===== src/rtl/asrx_pkg.sv =====
// Constants, register map and field layout of the serial receiver block
package asrx_pkg;
  localparam logic [7:0] ASRX_CTRL_OFF = 8'h00;
  localparam logic [7:0] ASRX_STAT_OFF = 8'h04;
  localparam logic [7:0] ASRX_DATA_OFF = 8'h08;
  localparam logic [7:0] ASRX_IFLAG_OFF = 8'h0c;
  localparam logic [7:0] ASRX_IMASK_OFF = 8'h10;
  // Control fields
  localparam int ASRX_CTRL_TRANSMIT_ENABLE_BIT_BIT = 0;
  localparam int ASRX_CTRL_TRANSMIT_TRIGGER_BIT = 1;
  localparam int ASRX_CTRL_RECEIVE_ENABLE_BIT_BIT = 2;
  localparam int ASRX_CTRL_RXACK_BIT = 3;
  localparam int ASRX_CTRL_PSENSE_BIT = 4;
  localparam int ASRX_CTRL_PEN_BIT = 5;
  localparam int ASRX_CTRL_MODE8_BIT = 6;
  // Error status fields
  localparam int ASRX_STAT_OER_BIT = 0;
  localparam int ASRX_STAT_PER_BIT = 1;
  localparam int ASRX_STAT_FER_BIT = 2;
  // Interrupt flag and mask fields
  localparam int ASRX_IRQ_RC_BIT = 0;
  localparam int ASRX_IRQ_TC_BIT = 1;
  localparam int ASRX_IRQ_ER_BIT = 2;
  localparam logic [6:0] ASRX_CTRL_RESET = 7'h40;
  localparam logic [15:0] ASRX_BAUD_DIV_RESET = 16'd16;
  localparam logic [1:0] ASRX_RESP_OKAY = 2'b00;
  localparam logic [1:0] ASRX_RESP_SLVERR = 2'b10;
endpackage


===== src/rtl/asrx_uart.sv =====
// Asynchronous serial receiver with error flags, plus transmitter and serial interrupts
//
// Decided for this implementation: register access over AXI4-Lite and the register addresses.
`timescale 1ns/10ps
module asrx_uart #(
  parameter int DIV_W = 16
) (
  input wire logic sys_clk_in,
  input wire logic reset_n_in,
  input wire logic [7:0] s_axi_awaddr_in,
  input wire logic s_axi_awvalid_in,
  output logic s_axi_awready_out,
  input wire logic [31:0] s_axi_wdata_in,
  input wire logic [3:0] s_axi_wstrb_in,
  input wire logic s_axi_wvalid_in,
  output logic s_axi_wready_out,
  output logic [1:0] s_axi_bresp_out,
  output logic s_axi_bvalid_out,
  input wire logic s_axi_bready_in,
  input wire logic [7:0] s_axi_araddr_in,
  input wire logic s_axi_arvalid_in,
  output logic s_axi_arready_out,
  output logic [31:0] s_axi_rdata_out,
  output logic [1:0] s_axi_rresp_out,
  output logic s_axi_rvalid_out,
  input wire logic s_axi_rready_in,
  input wire logic [DIV_W-1:0] shift_clk_div_in,
  input wire logic serial_input_line_in,
  output logic serial_output_line_out,
  input wire logic cpu_irq_enable_in,
  output logic error_irq_out,
  output logic rx_complete_irq_out,
  output logic tx_complete_irq_out
);

  // ****************************************
  // Bus write side
  // ****************************************
  logic aw_hold_reg;
  logic w_hold_reg;
  logic [7:0] aw_addr_reg;
  logic [31:0] w_data_reg;
  logic [3:0] w_strb_reg;
  logic bvalid_reg;
  logic [1:0] bresp_reg;
  wire aw_take = s_axi_awvalid_in && !aw_hold_reg && !bvalid_reg;
  wire w_take = s_axi_wvalid_in && !w_hold_reg && !bvalid_reg;
  wire wr_go = aw_hold_reg && w_hold_reg && !bvalid_reg;
  wire wr_lane0 = wr_go && w_strb_reg[0];
  wire wr_ctrl = wr_lane0 && (aw_addr_reg == asrx_pkg::ASRX_CTRL_OFF);
  wire wr_stat = wr_lane0 && (aw_addr_reg == asrx_pkg::ASRX_STAT_OFF);
  wire wr_data = wr_lane0 && (aw_addr_reg == asrx_pkg::ASRX_DATA_OFF);
  wire wr_iflag = wr_lane0 && (aw_addr_reg == asrx_pkg::ASRX_IFLAG_OFF);
  wire wr_imask = wr_lane0 && (aw_addr_reg == asrx_pkg::ASRX_IMASK_OFF);
  wire wr_mapped = (aw_addr_reg == asrx_pkg::ASRX_CTRL_OFF) ||
                   (aw_addr_reg == asrx_pkg::ASRX_STAT_OFF) ||
                   (aw_addr_reg == asrx_pkg::ASRX_DATA_OFF) ||
                   (aw_addr_reg == asrx_pkg::ASRX_IFLAG_OFF) ||
                   (aw_addr_reg == asrx_pkg::ASRX_IMASK_OFF);
  wire [7:0] wb = w_data_reg[7:0];

  always_ff @(posedge sys_clk_in or negedge reset_n_in) begin
    if (!reset_n_in) begin
      aw_hold_reg <= 1'b0;
      w_hold_reg <= 1'b0;
      aw_addr_reg <= 8'h00;
      w_data_reg <= 32'h0000_0000;
      w_strb_reg <= 4'h0;
      bvalid_reg <= 1'b0;
      bresp_reg <= asrx_pkg::ASRX_RESP_OKAY;
    end else begin
      if (aw_take) begin
        aw_hold_reg <= 1'b1;
        aw_addr_reg <= s_axi_awaddr_in;
      end
      if (w_take) begin
        w_hold_reg <= 1'b1;
        w_data_reg <= s_axi_wdata_in;
        w_strb_reg <= s_axi_wstrb_in;
      end
      if (wr_go) begin
        aw_hold_reg <= 1'b0;
        w_hold_reg <= 1'b0;
        bvalid_reg <= 1'b1;
        bresp_reg <= wr_mapped ? asrx_pkg::ASRX_RESP_OKAY : asrx_pkg::ASRX_RESP_SLVERR;
      end else if (bvalid_reg && s_axi_bready_in) begin
        bvalid_reg <= 1'b0;
      end
    end
  end

  // ****************************************
  // Control registers
  // ****************************************
  logic transmit_enable_bit_reg;
  logic receive_enable_bit_reg;
  logic psense_reg;
  logic pen_reg;
  logic mode8_reg;
  logic [7:0] tx_data_reg;
  logic [2:0] imask_reg;
  logic acked_reg;
  wire rx_ack_wr = wr_ctrl && wb[asrx_pkg::ASRX_CTRL_RXACK_BIT];
  wire receive_enable_bit_clr_wr = wr_ctrl && !wb[asrx_pkg::ASRX_CTRL_RECEIVE_ENABLE_BIT_BIT];
  wire tx_trig_wr = wr_ctrl && wb[asrx_pkg::ASRX_CTRL_TRANSMIT_TRIGGER_BIT];

  always_ff @(posedge sys_clk_in or negedge reset_n_in) begin
    if (!reset_n_in) begin
      transmit_enable_bit_reg <= asrx_pkg::ASRX_CTRL_RESET[asrx_pkg::ASRX_CTRL_TRANSMIT_ENABLE_BIT_BIT];
      receive_enable_bit_reg <= asrx_pkg::ASRX_CTRL_RESET[asrx_pkg::ASRX_CTRL_RECEIVE_ENABLE_BIT_BIT];
      psense_reg <= asrx_pkg::ASRX_CTRL_RESET[asrx_pkg::ASRX_CTRL_PSENSE_BIT];
      pen_reg <= asrx_pkg::ASRX_CTRL_RESET[asrx_pkg::ASRX_CTRL_PEN_BIT];
      mode8_reg <= asrx_pkg::ASRX_CTRL_RESET[asrx_pkg::ASRX_CTRL_MODE8_BIT];
      tx_data_reg <= 8'h00;
      imask_reg <= 3'h0;
    end else begin
      if (wr_ctrl) begin
        transmit_enable_bit_reg <= wb[asrx_pkg::ASRX_CTRL_TRANSMIT_ENABLE_BIT_BIT];
        receive_enable_bit_reg <= wb[asrx_pkg::ASRX_CTRL_RECEIVE_ENABLE_BIT_BIT];
        psense_reg <= wb[asrx_pkg::ASRX_CTRL_PSENSE_BIT];
        pen_reg <= wb[asrx_pkg::ASRX_CTRL_PEN_BIT];
        mode8_reg <= wb[asrx_pkg::ASRX_CTRL_MODE8_BIT];
      end
      if (wr_data) begin
        tx_data_reg <= wb;
      end
      if (wr_imask) begin
        imask_reg <= wb[2:0];
      end
    end
  end

  // ****************************************
  // Receiver
  // ****************************************
  typedef enum logic [1:0] {ASRX_IDLE, ASRX_START, ASRX_BITS, ASRX_STOP} asrx_rx_state_t;
  asrx_rx_state_t rx_state_reg;
  logic [DIV_W-1:0] rx_cnt_reg;
  logic [3:0] rx_bit_reg;
  logic [8:0] rx_shift_reg;
  logic [7:0] rx_buf_reg;
  logic oer_reg;
  logic per_reg;
  logic fer_reg;
  logic rc_flag_reg;
  logic tc_flag_reg;
  logic er_flag_reg;
  wire [DIV_W-1:0] half_div = shift_clk_div_in >> 1;
  wire rx_tick = (rx_cnt_reg == '0);
  wire [3:0] data_bits = mode8_reg ? 4'd8 : 4'd7;
  wire [3:0] frame_bits = data_bits + {3'b000, pen_reg};
  // Received bits right-aligned in the shift register
  wire [8:0] rx_aligned = rx_shift_reg >> (4'd9 - frame_bits);
  wire [7:0] rx_data_only = mode8_reg ? rx_aligned[7:0] : {1'b0, rx_aligned[6:0]};
  wire rx_par_bit = rx_aligned[data_bits];
  wire rx_ones_odd = ^rx_data_only ^ rx_par_bit;
  wire rx_done = (rx_state_reg == ASRX_STOP) && rx_tick && receive_enable_bit_reg;
  wire stop_bad = !serial_input_line_in;
  wire par_bad = pen_reg && (rx_ones_odd != psense_reg);
  wire overrun = !acked_reg || rx_ack_wr;

  always_ff @(posedge sys_clk_in or negedge reset_n_in) begin
    if (!reset_n_in) begin
      rx_state_reg <= ASRX_IDLE;
      rx_cnt_reg <= '0;
      rx_bit_reg <= 4'h0;
      rx_shift_reg <= 9'h000;
      rx_buf_reg <= 8'h00;
      acked_reg <= 1'b1;
    end else begin
      rx_cnt_reg <= rx_tick ? shift_clk_div_in : rx_cnt_reg - 1'b1;
      if (!receive_enable_bit_reg) begin
        rx_state_reg <= ASRX_IDLE;
      end else begin
        unique case (rx_state_reg)
          ASRX_IDLE: begin
            if (!serial_input_line_in) begin
              rx_state_reg <= ASRX_START;
              rx_cnt_reg <= half_div;
            end
          end
          ASRX_START: begin
            if (rx_tick) begin
              rx_state_reg <= serial_input_line_in ? ASRX_IDLE : ASRX_BITS;
              rx_bit_reg <= 4'h0;
            end
          end
          ASRX_BITS: begin
            if (rx_tick) begin
              rx_shift_reg <= {serial_input_line_in, rx_shift_reg[8:1]};
              rx_bit_reg <= rx_bit_reg + 4'h1;
              if (rx_bit_reg + 4'h1 == frame_bits) begin
                rx_state_reg <= ASRX_STOP;
              end
            end
          end
          ASRX_STOP: begin
            if (rx_tick) begin
              rx_state_reg <= ASRX_IDLE;
              rx_buf_reg <= rx_data_only;
            end
          end
        endcase
      end
      if (rx_done) begin
        acked_reg <= 1'b0;
      end else if (rx_ack_wr) begin
        acked_reg <= 1'b1;
      end
    end
  end

  // ****************************************
  // Transmitter
  // ****************************************
  logic [DIV_W-1:0] tx_cnt_reg;
  logic [3:0] tx_left_reg;
  logic [10:0] tx_shift_reg;
  logic tx_busy_reg;
  logic sout_reg;
  wire tx_tick = (tx_cnt_reg == '0);
  wire [7:0] tx_data = mode8_reg ? tx_data_reg : {1'b0, tx_data_reg[6:0]};
  wire tx_par = ^tx_data ^ psense_reg;
  wire [10:0] tx_frame = !pen_reg ? {2'b11, tx_data[7] | !mode8_reg, tx_data[6:0], 1'b0} :
                         mode8_reg ? {1'b1, tx_par, tx_data, 1'b0} :
                         {2'b11, tx_par, tx_data[6:0], 1'b0};
  wire tx_finish = tx_busy_reg && tx_tick && (tx_left_reg == 4'h1);

  always_ff @(posedge sys_clk_in or negedge reset_n_in) begin
    if (!reset_n_in) begin
      tx_cnt_reg <= '0;
      tx_left_reg <= 4'h0;
      tx_shift_reg <= 11'h7ff;
      tx_busy_reg <= 1'b0;
      sout_reg <= 1'b1;
    end else begin
      tx_cnt_reg <= tx_tick ? shift_clk_div_in : tx_cnt_reg - 1'b1;
      if (!transmit_enable_bit_reg) begin
        tx_busy_reg <= 1'b0;
        sout_reg <= 1'b1;
      end else if (!tx_busy_reg && tx_trig_wr) begin
        tx_busy_reg <= 1'b1;
        tx_shift_reg <= tx_frame;
        tx_left_reg <= frame_bits + 4'd2;
        tx_cnt_reg <= '0;
      end else if (tx_busy_reg && tx_tick) begin
        sout_reg <= tx_shift_reg[0];
        tx_shift_reg <= {1'b1, tx_shift_reg[10:1]};
        tx_left_reg <= tx_left_reg - 4'h1;
        if (tx_left_reg == 4'h1) begin
          tx_busy_reg <= 1'b0;
        end
      end
    end
  end

  // ****************************************
  // Error and interrupt flags
  // ****************************************
  wire clr_oer = wr_stat && wb[asrx_pkg::ASRX_STAT_OER_BIT];
  wire clr_per = wr_stat && wb[asrx_pkg::ASRX_STAT_PER_BIT];
  wire clr_fer = wr_stat && wb[asrx_pkg::ASRX_STAT_FER_BIT];
  wire set_oer = rx_done && overrun;
  wire set_per = rx_done && par_bad;
  wire set_fer = rx_done && stop_bad;
  wire set_rc = rx_done && !overrun;
  wire set_er = set_oer || set_per || set_fer;

  always_ff @(posedge sys_clk_in or negedge reset_n_in) begin
    if (!reset_n_in) begin
      oer_reg <= 1'b0;
      per_reg <= 1'b0;
      fer_reg <= 1'b0;
      rc_flag_reg <= 1'b0;
      tc_flag_reg <= 1'b0;
      er_flag_reg <= 1'b0;
    end else begin
      oer_reg <= set_oer || (oer_reg && !clr_oer && !receive_enable_bit_clr_wr);
      per_reg <= set_per || (per_reg && !clr_per && !receive_enable_bit_clr_wr);
      fer_reg <= set_fer || (fer_reg && !clr_fer && !receive_enable_bit_clr_wr);
      rc_flag_reg <= set_rc ||
        (rc_flag_reg && !(wr_iflag && wb[asrx_pkg::ASRX_IRQ_RC_BIT]));
      tc_flag_reg <= tx_finish ||
        (tc_flag_reg && !(wr_iflag && wb[asrx_pkg::ASRX_IRQ_TC_BIT]));
      er_flag_reg <= set_er ||
        (er_flag_reg && !(wr_iflag && wb[asrx_pkg::ASRX_IRQ_ER_BIT]));
    end
  end

  // ****************************************
  // Interrupt outputs
  // ****************************************
  logic rc_irq_reg;
  logic tc_irq_reg;
  logic er_irq_reg;
  always_ff @(posedge sys_clk_in or negedge reset_n_in) begin
    if (!reset_n_in) begin
      rc_irq_reg <= 1'b0;
      tc_irq_reg <= 1'b0;
      er_irq_reg <= 1'b0;
    end else begin
      rc_irq_reg <= rc_flag_reg && imask_reg[asrx_pkg::ASRX_IRQ_RC_BIT] && cpu_irq_enable_in;
      tc_irq_reg <= tc_flag_reg && imask_reg[asrx_pkg::ASRX_IRQ_TC_BIT] && cpu_irq_enable_in;
      er_irq_reg <= er_flag_reg && imask_reg[asrx_pkg::ASRX_IRQ_ER_BIT] && cpu_irq_enable_in;
    end
  end

  // ****************************************
  // Bus read side
  // ****************************************
  logic rvalid_reg;
  logic [31:0] rdata_reg;
  logic [1:0] rresp_reg;
  wire rx_busy = (rx_state_reg != ASRX_IDLE);
  wire [7:0] rd_ctrl = {1'b0, mode8_reg, pen_reg, psense_reg, rx_busy, receive_enable_bit_reg,
                        tx_busy_reg, transmit_enable_bit_reg};
  wire rd_hit = (s_axi_araddr_in == asrx_pkg::ASRX_CTRL_OFF) ||
                (s_axi_araddr_in == asrx_pkg::ASRX_STAT_OFF) ||
                (s_axi_araddr_in == asrx_pkg::ASRX_DATA_OFF) ||
                (s_axi_araddr_in == asrx_pkg::ASRX_IFLAG_OFF) ||
                (s_axi_araddr_in == asrx_pkg::ASRX_IMASK_OFF);
  wire [7:0] rd_byte =
    (s_axi_araddr_in == asrx_pkg::ASRX_CTRL_OFF) ? rd_ctrl :
    (s_axi_araddr_in == asrx_pkg::ASRX_STAT_OFF) ? {5'h00, fer_reg, per_reg, oer_reg} :
    (s_axi_araddr_in == asrx_pkg::ASRX_DATA_OFF) ? rx_buf_reg :
    (s_axi_araddr_in == asrx_pkg::ASRX_IFLAG_OFF) ?
      {5'h00, er_flag_reg, tc_flag_reg, rc_flag_reg} :
    (s_axi_araddr_in == asrx_pkg::ASRX_IMASK_OFF) ? {5'h00, imask_reg} : 8'h00;
  wire ar_take = s_axi_arvalid_in && !rvalid_reg;

  always_ff @(posedge sys_clk_in or negedge reset_n_in) begin
    if (!reset_n_in) begin
      rvalid_reg <= 1'b0;
      rdata_reg <= 32'h0000_0000;
      rresp_reg <= asrx_pkg::ASRX_RESP_OKAY;
    end else if (ar_take) begin
      rvalid_reg <= 1'b1;
      rdata_reg <= {24'h000000, rd_byte};
      rresp_reg <= rd_hit ? asrx_pkg::ASRX_RESP_OKAY : asrx_pkg::ASRX_RESP_SLVERR;
    end else if (rvalid_reg && s_axi_rready_in) begin
      rvalid_reg <= 1'b0;
    end
  end

  // ****************************************
  // Output ready flops
  // ****************************************
  logic awready_reg;
  logic wready_reg;
  logic arready_reg;
  always_ff @(posedge sys_clk_in or negedge reset_n_in) begin
    if (!reset_n_in) begin
      awready_reg <= 1'b0;
      wready_reg <= 1'b0;
      arready_reg <= 1'b0;
    end else begin
      awready_reg <= aw_take;
      wready_reg <= w_take;
      arready_reg <= ar_take;
    end
  end

  assign s_axi_awready_out = awready_reg;
  assign s_axi_wready_out = wready_reg;
  assign s_axi_arready_out = arready_reg;
  assign s_axi_bvalid_out = bvalid_reg;
  assign s_axi_bresp_out = bresp_reg;
  assign s_axi_rvalid_out = rvalid_reg;
  assign s_axi_rdata_out = rdata_reg;
  assign s_axi_rresp_out = rresp_reg;
  assign serial_output_line_out = sout_reg;
  assign rx_complete_irq_out = rc_irq_reg;
  assign tx_complete_irq_out = tc_irq_reg;
  assign error_irq_out = er_irq_reg;

endmodule


===== config.mk =====
export PLATFORM = sky130hd
export DESIGN_NAME = asrx_uart
export DESIGN_NICKNAME = d
export VERILOG_FILES = /design/src/rtl/asrx_pkg.sv /design/src/rtl/asrx_uart.sv
export SDC_FILE = /design/constraint.sdc
export NUM_CORES = 1
export LEC_CHECK = 0
export BUFFER_PORTS_ARGS = -buffer_cell sky130_fd_sc_hd__buf_2
export CORE_MARGIN = 3
export CORE_UTILIZATION = 61
export DETAILED_ROUTE_END_ITERATION = 7
export PLACE_DENSITY_LB_ADDON = 0.2
export SKIP_LAST_GASP = 1
export SLEW_MARGIN = 25
export SYNTH_ARGS = -nofsm -noshare
export SYNTH_HDL_FRONTEND = slang
export SYNTH_SLANG_ARGS = --single-unit

===== constraint.sdc =====
create_clock -name sys_clk_in -period 6.84 [get_ports sys_clk_in]
set_input_delay 0.342 -clock sys_clk_in [delete_from_list [all_inputs] [get_ports sys_clk_in]]
set_output_delay 0.342 -clock sys_clk_in [all_outputs]
set_load 0.02 [all_outputs]

==> parameters.txt <==
Parameter                              Value

Run status
  Status    completed

Pwr
  Net Sw Frac    0.324
  Lkg Pwr    3.68 nW
  Worst IR drop on VDD    approximately 0.25 mV
  Total power draw    ~2.6 mW
  Internal Dissipation    approximately 1.8 mW
  Logic pwr share    0.228
  Total net switching power    ~0.84 mW
  Part of the power in the clock network    0.333
  Share of power burned in registers    0.439
  Power per Cell Area    326 mW/mm2

Synthesis
  Synth Area in Simple Gates    0.170
  Syn Inst Count    slightly above 700
  Ys async rst share    1.00
  Sequential cell area fraction in the yosys report    0.463
  Most frequent cell after synthesis    sky130_fd_sc_hd__dfrtp_1
  Largest family of logic cells by synthesized area    simple AND/OR/NAND/NOR gates
  Compound-cell area share of the yosys netlist    0.121
  Dominant cell type by area after synthesis    sky130_fd_sc_hd__dfrtp_1
  Post-synthesis average cell area    10.0 um2
  Count of synthesis-stage warnings from yosys    0
  Post-synthesis share of cell area spent on xor and xnor gates    0.0610
  Adder and majority cell fraction of the synthesized area    0.0246
  Area share of the largest cell type after synthesis    0.415
  Post-synthesis sequential element count    131
  Multiplexer share of the synthesized area    0.0996
  Main flop type after synthesis    sky130_fd_sc_hd__dfrtp_1
  Number of distinct library cells after synthesis    65
  Count of flip-flops with a built-in enable after synthesis    0
  Area contributors post-synth    sky130_fd_sc_hd__dfrtp_1 (42%), sky130_fd_sc_hd__mux2_2 (6.3%), sky130_fd_sc_hd__nand2_1 (5.3%)
  Syn Std Cell Area    0.00711 mm2
  Top post-synthesis cells by count    sky130_fd_sc_hd__dfrtp_1 (118), sky130_fd_sc_hd__nand2_1 (100), sky130_fd_sc_hd__o21ai_0 (61)

Critical path
  Buf+Inv Stages, Crit Path    1
  Category of the worst setup path capture point    flop
  Reg-to-reg slack, setup    ~3500 ps
  CP top delay family    adder cells
  Data arrival time of the worst path    3600 ps
  Slowest cell on the critical path    sky130_fd_sc_hd__ha_1
  Biggest cell delay along the critical path    770 ps
  Path type of the worst setup path    reg2reg
  Cell Chain, Critical Path    inv_1 -> ha_1 -> mux2i_1 -> nor3_1 -> xor2_1 -> xnor2_1 -> xnor2_1 -> mux2i_1 -> nand2_1
  Category of the worst setup path launch point    flop
  Critical path data required time    7150 ps
  Worst-path maximum fanout    17

Timing
  Tightest Pin Transition    876 ps
  Max_slew headroom    0.408
  Final worst-path cycle share    0.481
  Timing-limited maximum frequency    between 300 and 400 MHz
  Time the worst path needs with I/O delays and setup    3290 ps
  Min setup slack post-route    3550 ps
  Unrepaired setup endpoints after global routing    false
  Final Slew Violations    0
  Endpoints failing hold    0
  Final-layout setup total negative slack    0 ps
  Final hold slack    just under 90 ps
  Final setup skew    around 7.6 ps
  Count of final setup violators    0

Final layout
  Number of diodes    0
  Share of the core filled with cells    0.717
  Combined area of the multi-input logic cells    0.00349 mm2
  Sequential standard cell area    0.00329 mm2
  Final Instance Area    0.00798 mm2
  Post-layout nets    858
  Fraction of final layout cells sized beyond drive strength 1    0.223
  Layout Cells excl Fill    between 900 and 1000
  Area added between synthesis and finish    12.1%
  Number of inserted filler cells in the final layout    roughly 840

Clock tree
  Clock sinks    between 100 and 150
  Clock-pin slew on the worst setup and hold paths    about 60 ps
  Quantity of hold-fixing buffers added after cts    1
  Clock Root Buffer    sky130_fd_sc_hd__clkbuf_16
  Clock tree from TritonCTS    yes
  Inserted Clock Buffers    17
  Clock H-tree levels    4
  Max Root-Sink Buffers    2
  Post-CTS Repair Setup Buffers    0
  Number of resized instances in the post-cts repair step    0
  Clock Latency Late Sink    approximately 430 ps

Route
  Detailed-route wire length per cell    16.5 um
  Final antenna-violating net count    0
  Number of design rule violations left after detail routing    0
  Wire length reported by the detailed router    between 15000 and 20000 um
  Vias per inst    ~5.8
  Total iterations of the first detailed-routing run    5
  DRT iter0 DRCs    521
  Total via count in the routed design    5352

Placement
  Number of buffers inserted by port buffering    68
  Worst setup slack before clock tree synthesis    3600 ps
  Sum of net half-perimeters after detailed placement    11000 um
  Final estimated routing congestion in global placement    between 0.8 and 0.9
  Total instance count after detailed placement    around 890
  Placement Cell Area    0.00739 mm2

GRT
  Antenna violations before repair    0
  Number of global-route vias before repair    between 5000 and 6000
  Global route overflow    0
  Maximum number of pins on one net before global-route repair    79
  First-pass GRT wire length    25500 um
  GRT Total Usage    0.250

Floorplanning
  Effective utilization at floorplan    0.639
  Die width    between 100 and 150 um
  Area of the die    0.0130 mm2
  Height of the die    114 um
  Core region area    0.0111 mm2
  Cell Rows    38
  Top-Level Pins    122

Flow run
  Number of max-capacitance violations reported    0

Hold path
  Hold crit path type    in2reg
-- cells by family after synthesis --
| group | count (synthesis) |
|---|---|
| AOI/OAI and AO/OA | 138 |
| xor gates and xnor gates | 48 |
| adders and majority gates | 14 |
| buffers and inverters | 76 |
| DFF | 131 |
| muxes | 62 |
| other | 1 |
| and+or+nand+nor | 239 |
-- per-layer routing --
metal,vias to the layer above,global-route usage,routed length [um]
met5,-,0,0
met4,0,0.0839,247
met3,24,0.0716,912
met2,162,0.400,7410
met1,2605,0.329,6620
li1,2561,-,-
-- final cells by class --
type / instances / share of cell area
sequential: 131 / 0.413
clock inverter: 11 / 0.0130
clock buffer: 21 / 0.0577
inverter: 18 / 0.00863
multi-input combinational: 527 / 0.438
timing repair buffer: 72 / 0.0475
tap: 140 / 0.0220
-- power by group through the flow --
stage	sequential (mW)	clock [mW]	combinational (mW)
4_1_cts	1.14	0.880	0.596
2_1_floorplan	1.10	0	0.477
3_5_place_dp	1.15	0	0.591
5_1_grt	1.17	0.922	0.664
6_report	1.14	0.866	0.595
3_3_place_gp	1.14	0	0.564
-- cells in the final DEF (no fill, tap or decap), types with 14 or more instances in the layout --
| cell type | n |
|---|---|
| sky130_fd_sc_hd__nor2_1 | 46 |
| sky130_fd_sc_hd__xnor2_1 | 34 |
| sky130_fd_sc_hd__buf_2 | 67 |
| sky130_fd_sc_hd__clkbuf_16 | 17 |
| sky130_fd_sc_hd__ha_1 | 14 |
| sky130_fd_sc_hd__nand2_1 | 100 |
| sky130_fd_sc_hd__a21oi_1 | 18 |
| sky130_fd_sc_hd__conb_1 | 26 |
| sky130_fd_sc_hd__a211oi_1 | 17 |
| sky130_fd_sc_hd__nand3_1 | 19 |
| sky130_fd_sc_hd__dfrtp_1 | 118 |
| sky130_fd_sc_hd__inv_1 | 17 |
| sky130_fd_sc_hd__mux2i_1 | 19 |
| sky130_fd_sc_hd__mux2_2 | 40 |
| sky130_fd_sc_hd__o21ai_0 | 61 |
-- final timing paths --
path	from	to	depth (start not counted)
worst max-delay path	mode8_reg	per_reg	9
worst min-delay path	s_axi_bready_in	s_axi_bvalid_out	2
worst max register to register	mode8_reg	per_reg	9
worst min register to register	rx_buf_reg[2]	rx_buf_reg[2]	2
max in group asynchronous	reset_n_in	fer_reg	3
min in group asynchronous	reset_n_in	rx_cnt_reg[6]	2
Note: power is estimated with default switching activity, not from simulation.
